<file path="src/rtl/dcbrs_pkg.sv">
package dcbrs_pkg;

  // Widths of the data-side bus and of a cache line
  localparam int unsigned ADDR_W = 32;
  localparam int unsigned DW_W = 64;
  localparam int unsigned WORD_W = 32;
  localparam int unsigned BE_W = 8;
  localparam int unsigned WBE_W = 4;
  localparam int unsigned LINE_BEATS = 4;
  localparam int unsigned LINE_W = DW_W * LINE_BEATS;
  localparam int unsigned LINE_OFS_W = 5;

  // Sequencing figures, times in core_clk cycles
  localparam int unsigned FILL_CYCLES = 3;
  localparam int unsigned FLUSH_CYCLES = 2;
  localparam int unsigned FLUSH_SLOTS = 2;
  localparam int unsigned MAX_OUTSTANDING = 2;
  localparam int unsigned WORD_READ_SPACING = 5;
  // Request cycle, data cycle and reload cycle are already spent
  localparam int unsigned WORD_READ_HOLD = WORD_READ_SPACING - 3;

  // Counter load values
  localparam logic [1:0] BEAT_LAST = 2'(LINE_BEATS - 1);
  localparam logic [1:0] FILL_CNT_INIT = 2'(FILL_CYCLES);
  localparam logic [1:0] FLUSH_CNT_INIT = 2'(FLUSH_CYCLES - 1);
  localparam logic [1:0] HOLD_CNT_INIT = 2'(WORD_READ_HOLD);
  localparam logic [2:0] OUTSTANDING_MAX = 3'(MAX_OUTSTANDING);

  // Values after reset
  localparam logic [1:0] RST_CNT = 2'h0;
  localparam logic [ADDR_W-1:0] RST_ADDR = 32'h0;
  localparam logic [DW_W-1:0] RST_DWORD = 64'h0;
  localparam logic [WORD_W-1:0] RST_WORD = 32'h0;
  localparam logic [BE_W-1:0] RST_BE = 8'h0;
  localparam logic [LINE_W-1:0] RST_LINE = {LINE_BEATS{RST_DWORD}};

  // Request kinds offered by the cache core
  typedef enum logic [1:0]
  {
    CMD_LINE_READ,
    CMD_WORD_READ,
    CMD_WORD_WRITE
  } dcbrs_cmd_e;

  // Flush queue slot states
  typedef enum logic [1:0]
  {
    SLOT_EMPTY,
    SLOT_QUEUE,
    SLOT_READY
  } dcbrs_slot_e;

endpackage

</file>
<file path="src/rtl/dcbrs_seq.sv">
`timescale 1ns/1ps
`default_nettype none
// Overview of operation
// - Line read fetches eight words as four doublewords into the fill buffer.
// - Full fill buffer is copied into the cache over three following cycles.
// - A second read may be presented while the first read's data returns.
// - No third request until the first completes; two outstanding at most.
// - A new line read waits while the fill into the cache is running.
// - A single-word read never copies the fill buffer into the cache.
// - Single-word read data is picked from the bus by the byte enables.
// - Next word read waits for the previous one; spacing at least five.
// - Writes are never pipelined; a new write waits for the last to end.
// - Line write drives four beats back to back, first in the ack cycle.
// - Line writes come only from a flush, after two cycles of queuing.
// - At most two flushes pending; a third waits for the first write.
// - Word write data stands in the request cycle; two-cycle minimum spacing.
module dcbrs_seq
  import dcbrs_pkg::*;
(
  // Clock and reset
  input wire logic core_clk,
  input wire logic nrst,
  // Cache core requests
  input wire logic cmd_valid,
  output logic cmd_ready,
  input wire dcbrs_cmd_e cmd_kind,
  input wire logic [ADDR_W-1:0] cmd_addr,
  input wire logic [WBE_W-1:0] cmd_be,
  input wire logic [WORD_W-1:0] cmd_wdata,
  // Flush of a victim line
  input wire logic flush_valid,
  output logic flush_ready,
  input wire logic [ADDR_W-1:0] flush_addr,
  input wire logic [LINE_W-1:0] flush_line,
  // Word read answer
  output logic rsp_valid,
  output logic [WORD_W-1:0] rsp_data,
  // Fill into the cache array
  output logic fill_valid,
  output logic [ADDR_W-1:0] fill_addr,
  output logic [LINE_W-1:0] fill_line,
  // Data-side bus request
  output logic bus_req,
  output logic [ADDR_W-1:0] bus_addr,
  output logic bus_rnw,
  output logic bus_line,
  output logic [BE_W-1:0] bus_be,
  input wire logic bus_addr_ack,
  // Data-side bus read data
  input wire logic bus_rd_dack,
  input wire logic [DW_W-1:0] bus_rd_data,
  input wire logic [2:0] bus_rd_wdaddr,
  // Data-side bus write data
  input wire logic bus_wr_dack,
  output logic [DW_W-1:0] bus_wr_data
);

  // Presented request
  logic req_ff;
  logic [ADDR_W-1:0] req_addr_ff;
  logic req_rnw_ff;
  logic req_line_ff;
  logic [BE_W-1:0] req_be_ff;
  // Outstanding reads, head at index 0
  logic [1:0] rd_cnt_ff;
  logic rd_line_ff [MAX_OUTSTANDING];
  logic [BE_W-1:0] rd_be_ff [MAX_OUTSTANDING];
  logic [ADDR_W-1:0] rd_addr_ff [MAX_OUTSTANDING];
  logic [1:0] rd_beat_ff;
  logic [1:0] rd_hold_ff;
  // Write in flight
  logic wr_act_ff;
  logic wr_line_ff;
  logic [1:0] wr_beat_ff;
  logic [DW_W-1:0] wr_data_ff;
  // Flush queue
  logic flush_wptr_ff;
  logic flush_rptr_ff;
  logic [FLUSH_SLOTS-1:0] slot_empty;
  logic [FLUSH_SLOTS-1:0] slot_queuing;
  logic [FLUSH_SLOTS-1:0] slot_ready;
  logic [FLUSH_SLOTS-1:0] slot_load;
  logic [FLUSH_SLOTS-1:0] slot_release;
  logic [ADDR_W-1:0] slot_addr [FLUSH_SLOTS];
  logic [LINE_W-1:0] slot_line [FLUSH_SLOTS];
  // Answer registers
  logic rsp_valid_ff;
  logic [WORD_W-1:0] rsp_data_ff;
  // Decisions
  logic cap;
  logic lw_go;
  logic cmd_ok;
  logic cmd_go;
  logic load;
  logic word_rd_busy;
  logic fill_hold;
  logic rd_done;
  logic rd_line_beat;
  logic wr_done;
  logic acked;
  logic push_rd;
  logic flush_take;
  logic [1:0] rd_base;
  logic [LINE_W-1:0] cur_line;
  logic [DW_W-1:0] masked;

  // Completion of the head read and of the running write
  assign rd_line_beat = bus_rd_dack && rd_line_ff[0];
  assign rd_done = bus_rd_dack && (!rd_line_ff[0] || rd_beat_ff == BEAT_LAST);
  assign wr_done = bus_wr_dack && (!wr_line_ff || wr_beat_ff == BEAT_LAST);
  assign acked = req_ff && bus_addr_ack;
  assign push_rd = acked && req_rnw_ff;

  // Two requests at most, a slot is freed only by a completed request
  assign cap = !req_ff
    && ({1'b0, rd_cnt_ff} + {2'b00, wr_act_ff}) < OUTSTANDING_MAX;

  assign word_rd_busy = (rd_cnt_ff != RST_CNT && !rd_line_ff[0])
    || (rd_cnt_ff == 2'h2 && !rd_line_ff[1]);

  // Line writes only from a queued flush and never behind another write
  assign lw_go = cap && !wr_act_ff && slot_ready[flush_rptr_ff];

  always_comb
  begin
    cmd_ok = 1'b0;
    unique case (cmd_kind)
      CMD_LINE_READ: cmd_ok = !fill_hold && !(rd_line_beat && rd_done);
      CMD_WORD_READ: cmd_ok = !word_rd_busy && rd_hold_ff == RST_CNT;
      CMD_WORD_WRITE: cmd_ok = !wr_act_ff;
    endcase
  end

  assign cmd_go = cap && !lw_go && cmd_valid && cmd_ok;
  assign cmd_ready = cmd_go;
  assign load = lw_go || cmd_go;

  // Request is held until acknowledged; ack may come in the same cycle
  always_ff @(posedge core_clk or negedge nrst)
  begin
    if (!nrst)
    begin
      req_ff <= 1'b0;
      req_addr_ff <= RST_ADDR;
      req_rnw_ff <= 1'b0;
      req_line_ff <= 1'b0;
      req_be_ff <= RST_BE;
    end
    else if (load)
    begin
      req_ff <= 1'b1;
      if (lw_go)
      begin
        req_addr_ff <= slot_addr[flush_rptr_ff];
        req_rnw_ff <= 1'b0;
        req_line_ff <= 1'b1;
        req_be_ff <= {BE_W{1'b1}};
      end
      else
      begin
        req_addr_ff <= cmd_addr;
        req_rnw_ff <= (cmd_kind != CMD_WORD_WRITE);
        req_line_ff <= (cmd_kind == CMD_LINE_READ);
        if (cmd_kind == CMD_LINE_READ)
          req_be_ff <= {BE_W{1'b1}};
        else if (cmd_addr[2])
          req_be_ff <= {4'h0, cmd_be};
        else
          req_be_ff <= {cmd_be, 4'h0};
      end
    end
    else if (acked)
      req_ff <= 1'b0;
  end

  // Outstanding read list; the bus unit answers in order
  assign rd_base = rd_done ? rd_cnt_ff - 2'h1 : rd_cnt_ff;

  always_ff @(posedge core_clk or negedge nrst)
  begin
    if (!nrst)
    begin
      rd_cnt_ff <= RST_CNT;
      for (int k = 0; k < MAX_OUTSTANDING; k++)
      begin
        rd_line_ff[k] <= 1'b0;
        rd_be_ff[k] <= RST_BE;
        rd_addr_ff[k] <= RST_ADDR;
      end
    end
    else
    begin
      if (rd_done)
      begin
        rd_line_ff[0] <= rd_line_ff[1];
        rd_be_ff[0] <= rd_be_ff[1];
        rd_addr_ff[0] <= rd_addr_ff[1];
      end
      if (push_rd)
      begin
        rd_line_ff[rd_base[0]] <= req_line_ff;
        rd_be_ff[rd_base[0]] <= req_be_ff;
        rd_addr_ff[rd_base[0]] <= req_addr_ff;
      end
      rd_cnt_ff <= rd_base + {1'b0, push_rd};
    end
  end

  // Beat counter of the line read at the head
  always_ff @(posedge core_clk or negedge nrst)
  begin
    if (!nrst)
      rd_beat_ff <= RST_CNT;
    else if (rd_done)
      rd_beat_ff <= RST_CNT;
    else if (rd_line_beat)
      rd_beat_ff <= rd_beat_ff + 2'h1;
  end

  // Byte enables choose the live bytes of a single-word read
  always_comb
  begin
    for (int k = 0; k < BE_W; k++)
      masked[k*8 +: 8] = rd_be_ff[0][k] ? bus_rd_data[k*8 +: 8] : 8'h00;
  end

  always_ff @(posedge core_clk or negedge nrst)
  begin
    if (!nrst)
    begin
      rsp_valid_ff <= 1'b0;
      rsp_data_ff <= RST_WORD;
      rd_hold_ff <= RST_CNT;
    end
    else
    begin
      rsp_valid_ff <= bus_rd_dack && !rd_line_ff[0];
      if (bus_rd_dack && !rd_line_ff[0])
      begin
        rsp_data_ff <= rd_addr_ff[0][2] ? masked[WORD_W-1:0]
                                        : masked[DW_W-1:WORD_W];
        rd_hold_ff <= HOLD_CNT_INIT;
      end
      else if (rd_hold_ff != RST_CNT)
        rd_hold_ff <= rd_hold_ff - 2'h1;
    end
  end

  // Only line reads feed the fill buffer, so word reads never fill
  dcbrs_fill_buf u_fill (
    .core_clk(core_clk),
    .nrst(nrst),
    .beat_valid(rd_line_beat),
    .beat_last(rd_beat_ff == BEAT_LAST),
    .beat_idx(bus_rd_wdaddr[2:1]),
    .beat_data(bus_rd_data),
    .beat_addr(rd_addr_ff[0]),
    .fill_valid(fill_valid),
    .fill_hold(fill_hold),
    .fill_addr(fill_addr),
    .fill_line(fill_line)
  );

  // Write tracking; only a write load restarts it, a read leaves it running
  always_ff @(posedge core_clk or negedge nrst)
  begin
    if (!nrst)
    begin
      wr_act_ff <= 1'b0;
      wr_line_ff <= 1'b0;
      wr_beat_ff <= RST_CNT;
    end
    else
    begin
      if (lw_go || (cmd_go && cmd_kind == CMD_WORD_WRITE))
      begin
        wr_line_ff <= lw_go;
        wr_beat_ff <= RST_CNT;
      end
      else if (bus_wr_dack)
        wr_beat_ff <= wr_beat_ff + 2'h1;
      if (wr_done)
        wr_act_ff <= 1'b0;
      else if (acked && !req_rnw_ff)
        wr_act_ff <= 1'b1;
    end
  end

  // Write data is ready before the ack so the first beat meets it
  assign cur_line = slot_line[flush_rptr_ff];

  always_ff @(posedge core_clk or negedge nrst)
  begin
    if (!nrst)
      wr_data_ff <= RST_DWORD;
    else if (lw_go)
      wr_data_ff <= cur_line[DW_W-1:0];
    else if (cmd_go && cmd_kind == CMD_WORD_WRITE)
      wr_data_ff <= {cmd_wdata, cmd_wdata};
    else if (bus_wr_dack && wr_line_ff && wr_beat_ff != BEAT_LAST)
      wr_data_ff <= cur_line[(int'(wr_beat_ff) + 1) * DW_W +: DW_W];
  end

  // Flush queue: one flush queues at a time, slots freed by their write
  assign flush_ready = slot_empty[flush_wptr_ff] && slot_queuing == '0;
  assign flush_take = flush_valid && flush_ready;

  always_ff @(posedge core_clk or negedge nrst)
  begin
    if (!nrst)
    begin
      flush_wptr_ff <= 1'b0;
      flush_rptr_ff <= 1'b0;
    end
    else
    begin
      if (flush_take)
        flush_wptr_ff <= !flush_wptr_ff;
      if (wr_done && wr_line_ff)
        flush_rptr_ff <= !flush_rptr_ff;
    end
  end

  for (genvar g = 0; g < FLUSH_SLOTS; g++)
  begin : g_slot
    assign slot_load[g] = flush_take && flush_wptr_ff == 1'(g);
    assign slot_release[g] = wr_done && wr_line_ff
                             && flush_rptr_ff == 1'(g);
    dcbrs_flush_slot u_slot (
      .core_clk(core_clk),
      .nrst(nrst),
      .load(slot_load[g]),
      .load_addr(flush_addr),
      .load_line(flush_line),
      .release_slot(slot_release[g]),
      .empty(slot_empty[g]),
      .queuing(slot_queuing[g]),
      .ready(slot_ready[g]),
      .line_addr(slot_addr[g]),
      .line_data(slot_line[g])
    );
  end

  assign bus_req = req_ff;
  assign bus_addr = req_addr_ff;
  assign bus_rnw = req_rnw_ff;
  assign bus_line = req_line_ff;
  assign bus_be = req_be_ff;
  assign bus_wr_data = wr_data_ff;
  assign rsp_valid = rsp_valid_ff;
  assign rsp_data = rsp_data_ff;

endmodule
`default_nettype wire

</file>
<file path="src/rtl/dcbrs_flush_slot.sv">
`timescale 1ns/1ps
`default_nettype none
module dcbrs_flush_slot
  import dcbrs_pkg::*;
(
  // Clock and reset
  input wire logic core_clk,
  input wire logic nrst,
  // Victim line in, slot freed out
  input wire logic load,
  input wire logic [ADDR_W-1:0] load_addr,
  input wire logic [LINE_W-1:0] load_line,
  input wire logic release_slot,
  // Slot state
  output logic empty,
  output logic queuing,
  output logic ready,
  output logic [ADDR_W-1:0] line_addr,
  output logic [LINE_W-1:0] line_data
);

  dcbrs_slot_e state_ff;
  logic [1:0] cnt_ff;
  logic [ADDR_W-1:0] addr_ff;
  logic [LINE_W-1:0] data_ff;

  // Flush occupies a fixed number of cycles before the write may go
  always_ff @(posedge core_clk or negedge nrst)
  begin
    if (!nrst)
    begin
      state_ff <= SLOT_EMPTY;
      cnt_ff <= RST_CNT;
    end
    else
    begin
      unique case (state_ff)
        SLOT_EMPTY:
        begin
          if (load)
          begin
            state_ff <= SLOT_QUEUE;
            cnt_ff <= FLUSH_CNT_INIT;
          end
        end
        SLOT_QUEUE:
        begin
          if (cnt_ff == RST_CNT)
            state_ff <= SLOT_READY;
          else
            cnt_ff <= cnt_ff - 2'h1;
        end
        SLOT_READY:
        begin
          if (release_slot)
            state_ff <= SLOT_EMPTY;
        end
      endcase
    end
  end

  always_ff @(posedge core_clk or negedge nrst)
  begin
    if (!nrst)
    begin
      addr_ff <= RST_ADDR;
      data_ff <= RST_LINE;
    end
    else if (load && state_ff == SLOT_EMPTY)
    begin
      addr_ff <= load_addr;
      data_ff <= load_line;
    end
  end

  assign empty = (state_ff == SLOT_EMPTY);
  assign queuing = (state_ff == SLOT_QUEUE);
  assign ready = (state_ff == SLOT_READY);
  assign line_addr = addr_ff;
  assign line_data = data_ff;

endmodule
`default_nettype wire

</file>
<file path="src/rtl/dcbrs_fill_buf.sv">
`timescale 1ns/1ps
`default_nettype none
module dcbrs_fill_buf
  import dcbrs_pkg::*;
(
  // Clock and reset
  input wire logic core_clk,
  input wire logic nrst,
  // Line read beats
  input wire logic beat_valid,
  input wire logic beat_last,
  input wire logic [1:0] beat_idx,
  input wire logic [DW_W-1:0] beat_data,
  input wire logic [ADDR_W-1:0] beat_addr,
  // Fill into the cache array
  output logic fill_valid,
  output logic fill_hold,
  output logic [ADDR_W-1:0] fill_addr,
  output logic [LINE_W-1:0] fill_line
);

  logic [DW_W-1:0] collect_ff [LINE_BEATS];
  logic [LINE_W-1:0] merged;
  logic [LINE_W-1:0] fill_line_ff;
  logic [ADDR_W-1:0] fill_addr_ff;
  logic [1:0] fill_cnt_ff;

  // Beats land by their doubleword index, so return order does not matter
  always_ff @(posedge core_clk or negedge nrst)
  begin
    if (!nrst)
    begin
      for (int k = 0; k < LINE_BEATS; k++)
        collect_ff[k] <= RST_DWORD;
    end
    else if (beat_valid)
      collect_ff[beat_idx] <= beat_data;
  end

  always_comb
  begin
    for (int k = 0; k < LINE_BEATS; k++)
      merged[k*DW_W +: DW_W] = (beat_idx == 2'(k)) ? beat_data
                                                   : collect_ff[k];
  end

  // Snapshot frees the collector for the next line while the fill runs
  always_ff @(posedge core_clk or negedge nrst)
  begin
    if (!nrst)
    begin
      fill_line_ff <= RST_LINE;
      fill_addr_ff <= RST_ADDR;
      fill_cnt_ff <= RST_CNT;
    end
    else if (beat_valid && beat_last)
    begin
      fill_line_ff <= merged;
      fill_addr_ff <= {beat_addr[ADDR_W-1:LINE_OFS_W], 5'h00};
      fill_cnt_ff <= FILL_CNT_INIT;
    end
    else if (fill_cnt_ff != RST_CNT)
      fill_cnt_ff <= fill_cnt_ff - 2'h1;
  end

  assign fill_valid = (fill_cnt_ff != RST_CNT);
  // High while more than the final fill cycle remains
  assign fill_hold = (fill_cnt_ff > 2'h1);
  assign fill_addr = fill_addr_ff;
  assign fill_line = fill_line_ff;

endmodule
`default_nettype wire

</file>
<file path="config.mk">
export PLATFORM = sky130hd
export DESIGN_NAME = dcbrs_seq
export DESIGN_NICKNAME = d
export VERILOG_FILES = /design/src/rtl/dcbrs_pkg.sv /design/src/rtl/dcbrs_seq.sv /design/src/rtl/dcbrs_flush_slot.sv /design/src/rtl/dcbrs_fill_buf.sv
export SDC_FILE = /design/constraint.sdc
export NUM_CORES = 2
export LEC_CHECK = 0
export BUFFER_PORTS_ARGS = -buffer_cell sky130_fd_sc_hd__buf_2
export CORE_AREA = 3 3 338 340
export CTS_BUF_LIST = sky130_fd_sc_hd__clkbuf_4 sky130_fd_sc_hd__clkbuf_8
export DETAILED_ROUTE_END_ITERATION = 6
export DIE_AREA = 0 0 341 343
export GPL_ROUTABILITY_DRIVEN = 0
export PLACE_DENSITY = 0.74
export SLEW_MARGIN = 10
export SYNTH_ARGS = -nofsm -noshare
export SYNTH_HDL_FRONTEND = slang
export SYNTH_SLANG_ARGS = --single-unit
</file>
<file path="constraint.sdc">
create_clock -name core_clk -period 3.8 [get_ports core_clk]
set_input_delay 0.38 -clock core_clk [delete_from_list [all_inputs] [get_ports core_clk]]
set_output_delay 0.38 -clock core_clk [all_outputs]
set_load 0.01 [all_outputs]
</file>
==> results.toml <==
[die]
die_y_um = 343
placeableCoreArea_sq_mm = 0.112
dieArea_sq_mm = 0.117
rows = 123
die_w_um = 341
start_util = 0.524
num_io_pins = 863

[layout]
drive_gt1_frac = 0.418
multi_input_area_sq_mm = 0.0232
ff_latch_area_sq_mm = 0.0338
syn2layout_area_growth_pct = 25.7
nNetsFinal = 6114
mostFrequentLayoutCell = "dfrtp_1"
final_cell_mix = "dfrtp_1, mux2_2, buf_2"
fill_cells = 8056

[detailed_routing]
drt_iter0_drc = 2712
top_layer = "met5"
drt-total-wl_um = 187000
num_vias = 42600
wl_per_cell_um = 25.3
ant_nets = 0
viasPerCell = 5.78
drtPass1Iterations = 5
drcViolationCount = 0
met1_length_um = 71200
wl_met3_um = 14300
met2_length_um = 89200

[logic_synthesis]
ys_ff_latch = 1351
synth_area_leaders = "dfrtp_1, mux2_2, mux2i_1"
synth_xor_area_frac = 0.000897
synth_area_leader_cell = "dfrtp_1"
synth_edf_count = 0
ys_seq_area_frac = 0.577
synth_top_area_frac = 0.577
synth_top_family_by_area = "multiplexers"
synth_fa_ha_area_frac = 0.00406
synth_flop_cell = "dfrtp_1"
synthCells = 4437
async_flop_share = 1.00
synth.distinct_cells = 58
syn_avg_cell_area_sq_um = 13.2
synth-simple-area-share = 0.0389
yosysWarnings = 0
synth-compound-area-share = 0.0667
syn_area_sq_mm = 0.0586
muxShareOfSynthArea = 0.284

[critical_path]
path_max_fanout = 11
worstSetupStartpoint = "rd_cnt_ff[0]$_DFF_PN0_"
worst_r2r_path_depth = 8
critPathCaptureType = "output pin"
max_stage_delay_ns = 0.45
crit_slowest_cell = "dfrtp_1"
path_class = "register to output pin"
regToRegSetupSlack_ns = 0.77
cp_data_required_time_ns = 3.42
reg2reg_from = "rd_cnt_ff[0]$_DFF_PN0_"
crit_arrival_ns = 2.85
crit_chain = "inv_1, ha_1, o211ai_1, o221ai_1, nand3_1, buf_4, clkinv_1, buf_2"
start_kind = "register"

[cts]
htreeDepth = 4
cts_setup_buffers = 0
path_clk_slew_ns = 0.06
clockBufferDepth = 3
clock-sinks = 1351
cts_buffers = 213
hold_buffers = 430
clk-insertion-delay-late_ns = 0.91
cts_root_buffer = "clkbuf_8"
cts-resized-gates = 0
tritoncts = "done"

[global_routing]
grt_pass1_vias = 44000
grt_pass1_wl_um = 276000
grt_max_degree = 168
grt_overflow = 0
antenna_found_initial = 42
grt_use_total = 0.313

[sta]
min_period_ns = 3.23
setup_ws_ns = 0.569
grt_setup_unrepaired = "no"
slew_headroom = 0.182
drv_slew = 0
hold_viol = 0
setup_violations = 0
fin_crit_sh = 0.850
fmax_ghz = 0.309
finalSetupTns_ns = 0
fin_worst_skew_ns = 0.0645
tightest_slew_ns = 1.23

[pwr]
ir_drop_mv = 0.666
power_leakage_nw = 35.4
powerDensity_mw_per_mm2 = 825

[place]
place_hpwl_um = 125000
post-place-ws_ns = 0.619
port_buffers = 856

[status]
status = "completed"

[min_path]
hp-class = "input port to async pin"

[run]
maxCapViolCount = 0
sequential cells by signal (all words and copies together), names as in the netlist, 27 cells and up:
register,flops
bus_addr,32
g_slot.u_slot.line_data,512
g_slot.u_slot.line_addr,64
rsp_data,32
u_fill.fill_line,256
u_fill.fill_addr,27
rd_addr_ff,56
bus_wr_data,64
u_fill.collect_ff,256
worst paths after layout:
check,to
max,cmd_ready
min,u_fill.fill_line[71]$_DFFE_PN0P_
max reg2reg,bus_wr_data[49]$_DFFE_PN0P_
min reg2reg,u_fill.fill_line[200]$_DFFE_PN0P_
max in group asynchronous,u_fill.fill_line[242]$_DFFE_PN0P_
min in group core_clk,wr_line_ff$_DFFE_PN0P_
routing by layer:
metal | GRT usage | vias up
li1 | - | 18400
met1 | 0.382 | 21800
met5 | 0 | -
met2 | 0.512 | 1802
met3 | 0.0732 | 531
met4 | 0.179 | 26
Yosys cell counts (2+ instances only):
cell type,number
a211oi_1,5
a21oi_1,74
a221o_1,33
a221oi_1,32
a2bb2oi_1,34
a31oi_1,2
and2_1,4
and3_1,3
buf_1,49
buf_2,40
buf_4,8
buf_6,6
clkbuf_1,282
clkinv_1,2
dfrtp_1,1351
ha_1,19
inv_1,23
mux2_2,1004
mux2i_1,390
mux4_2,63
nand2_1,301
nand2b_1,9
nand3_1,5
nand3b_1,2
nand4_1,3
nand4b_1,3
nor2_1,209
nor2b_1,11
nor3_1,6
nor3b_1,2
o211ai_1,3
o21a_1,2
o21ai_0,334
o22a_1,32
o22ai_1,33
o32ai_1,31
or2_1,2
xnor2_1,4
xor2_1,2
final cells by class:
class                      count  area share
timing repair buffer        1392       0.134
tap                         1500      0.0255
multi-input combinational   2679       0.315
antenna                       35     0.00119
inverter                      26     0.00133
clock buffer                 341      0.0580
clock inverter                44     0.00562
sequential                  1351       0.459
where the power goes:
| part | leakage, nW | internal [W] | switching, W | total (W) |
|---|---|---|---|---|
| combinational | 16.2 | 0.0109 | 0.0109 | 0.0218 |
| clock | 2.50 | 0.00742 | 0.00596 | 0.0134 |
| sequential | 16.7 | 0.0213 | 0.00421 | 0.0255 |
stage by stage:
step / util / hold WS, ns / cells / power (W) / area [sq um]
after detailed placement: 0.577 / 0.465 / 6518 / 0.0467 / 64600
after global placement: 0.577 / 0.454 / 6518 / 0.0456 / 64600
after CTS: 0.657 / 0.0697 / 7333 / 0.0605 / 73500
after global routing: 0.658 / 0.123 / 7355 / 0.0639 / 73600
after floorplan: - / 0.0844 / 4441 / 0.0385 / 58600
final: 0.658 / 0.0679 / 7368 / 0.0607 / 73600
logic make-up (layout without fill, tap and decap cells):
family	after synthesis	after routing
muxes	1457	1457
DFF	1351	1351
AOI/OAI and AO/OA	626	626
and+or+nand+nor	566	566
buffers and inverters	411	1803
adders and majority gates	19	19
xor gates and xnor gates	6	6
other	1	40
worst max-delay path, delay by kind of cell, from the launching register on:
family                     cells  cell delay, ns
AOI/OAI and AO/OA              2            0.37
adders and majority gates      1            0.20
buffers and inverters          4            0.82
DFF                            1            0.45
and+or+nand+nor                1            0.10
No activity file was read; power rests on OpenSTA's default activity.
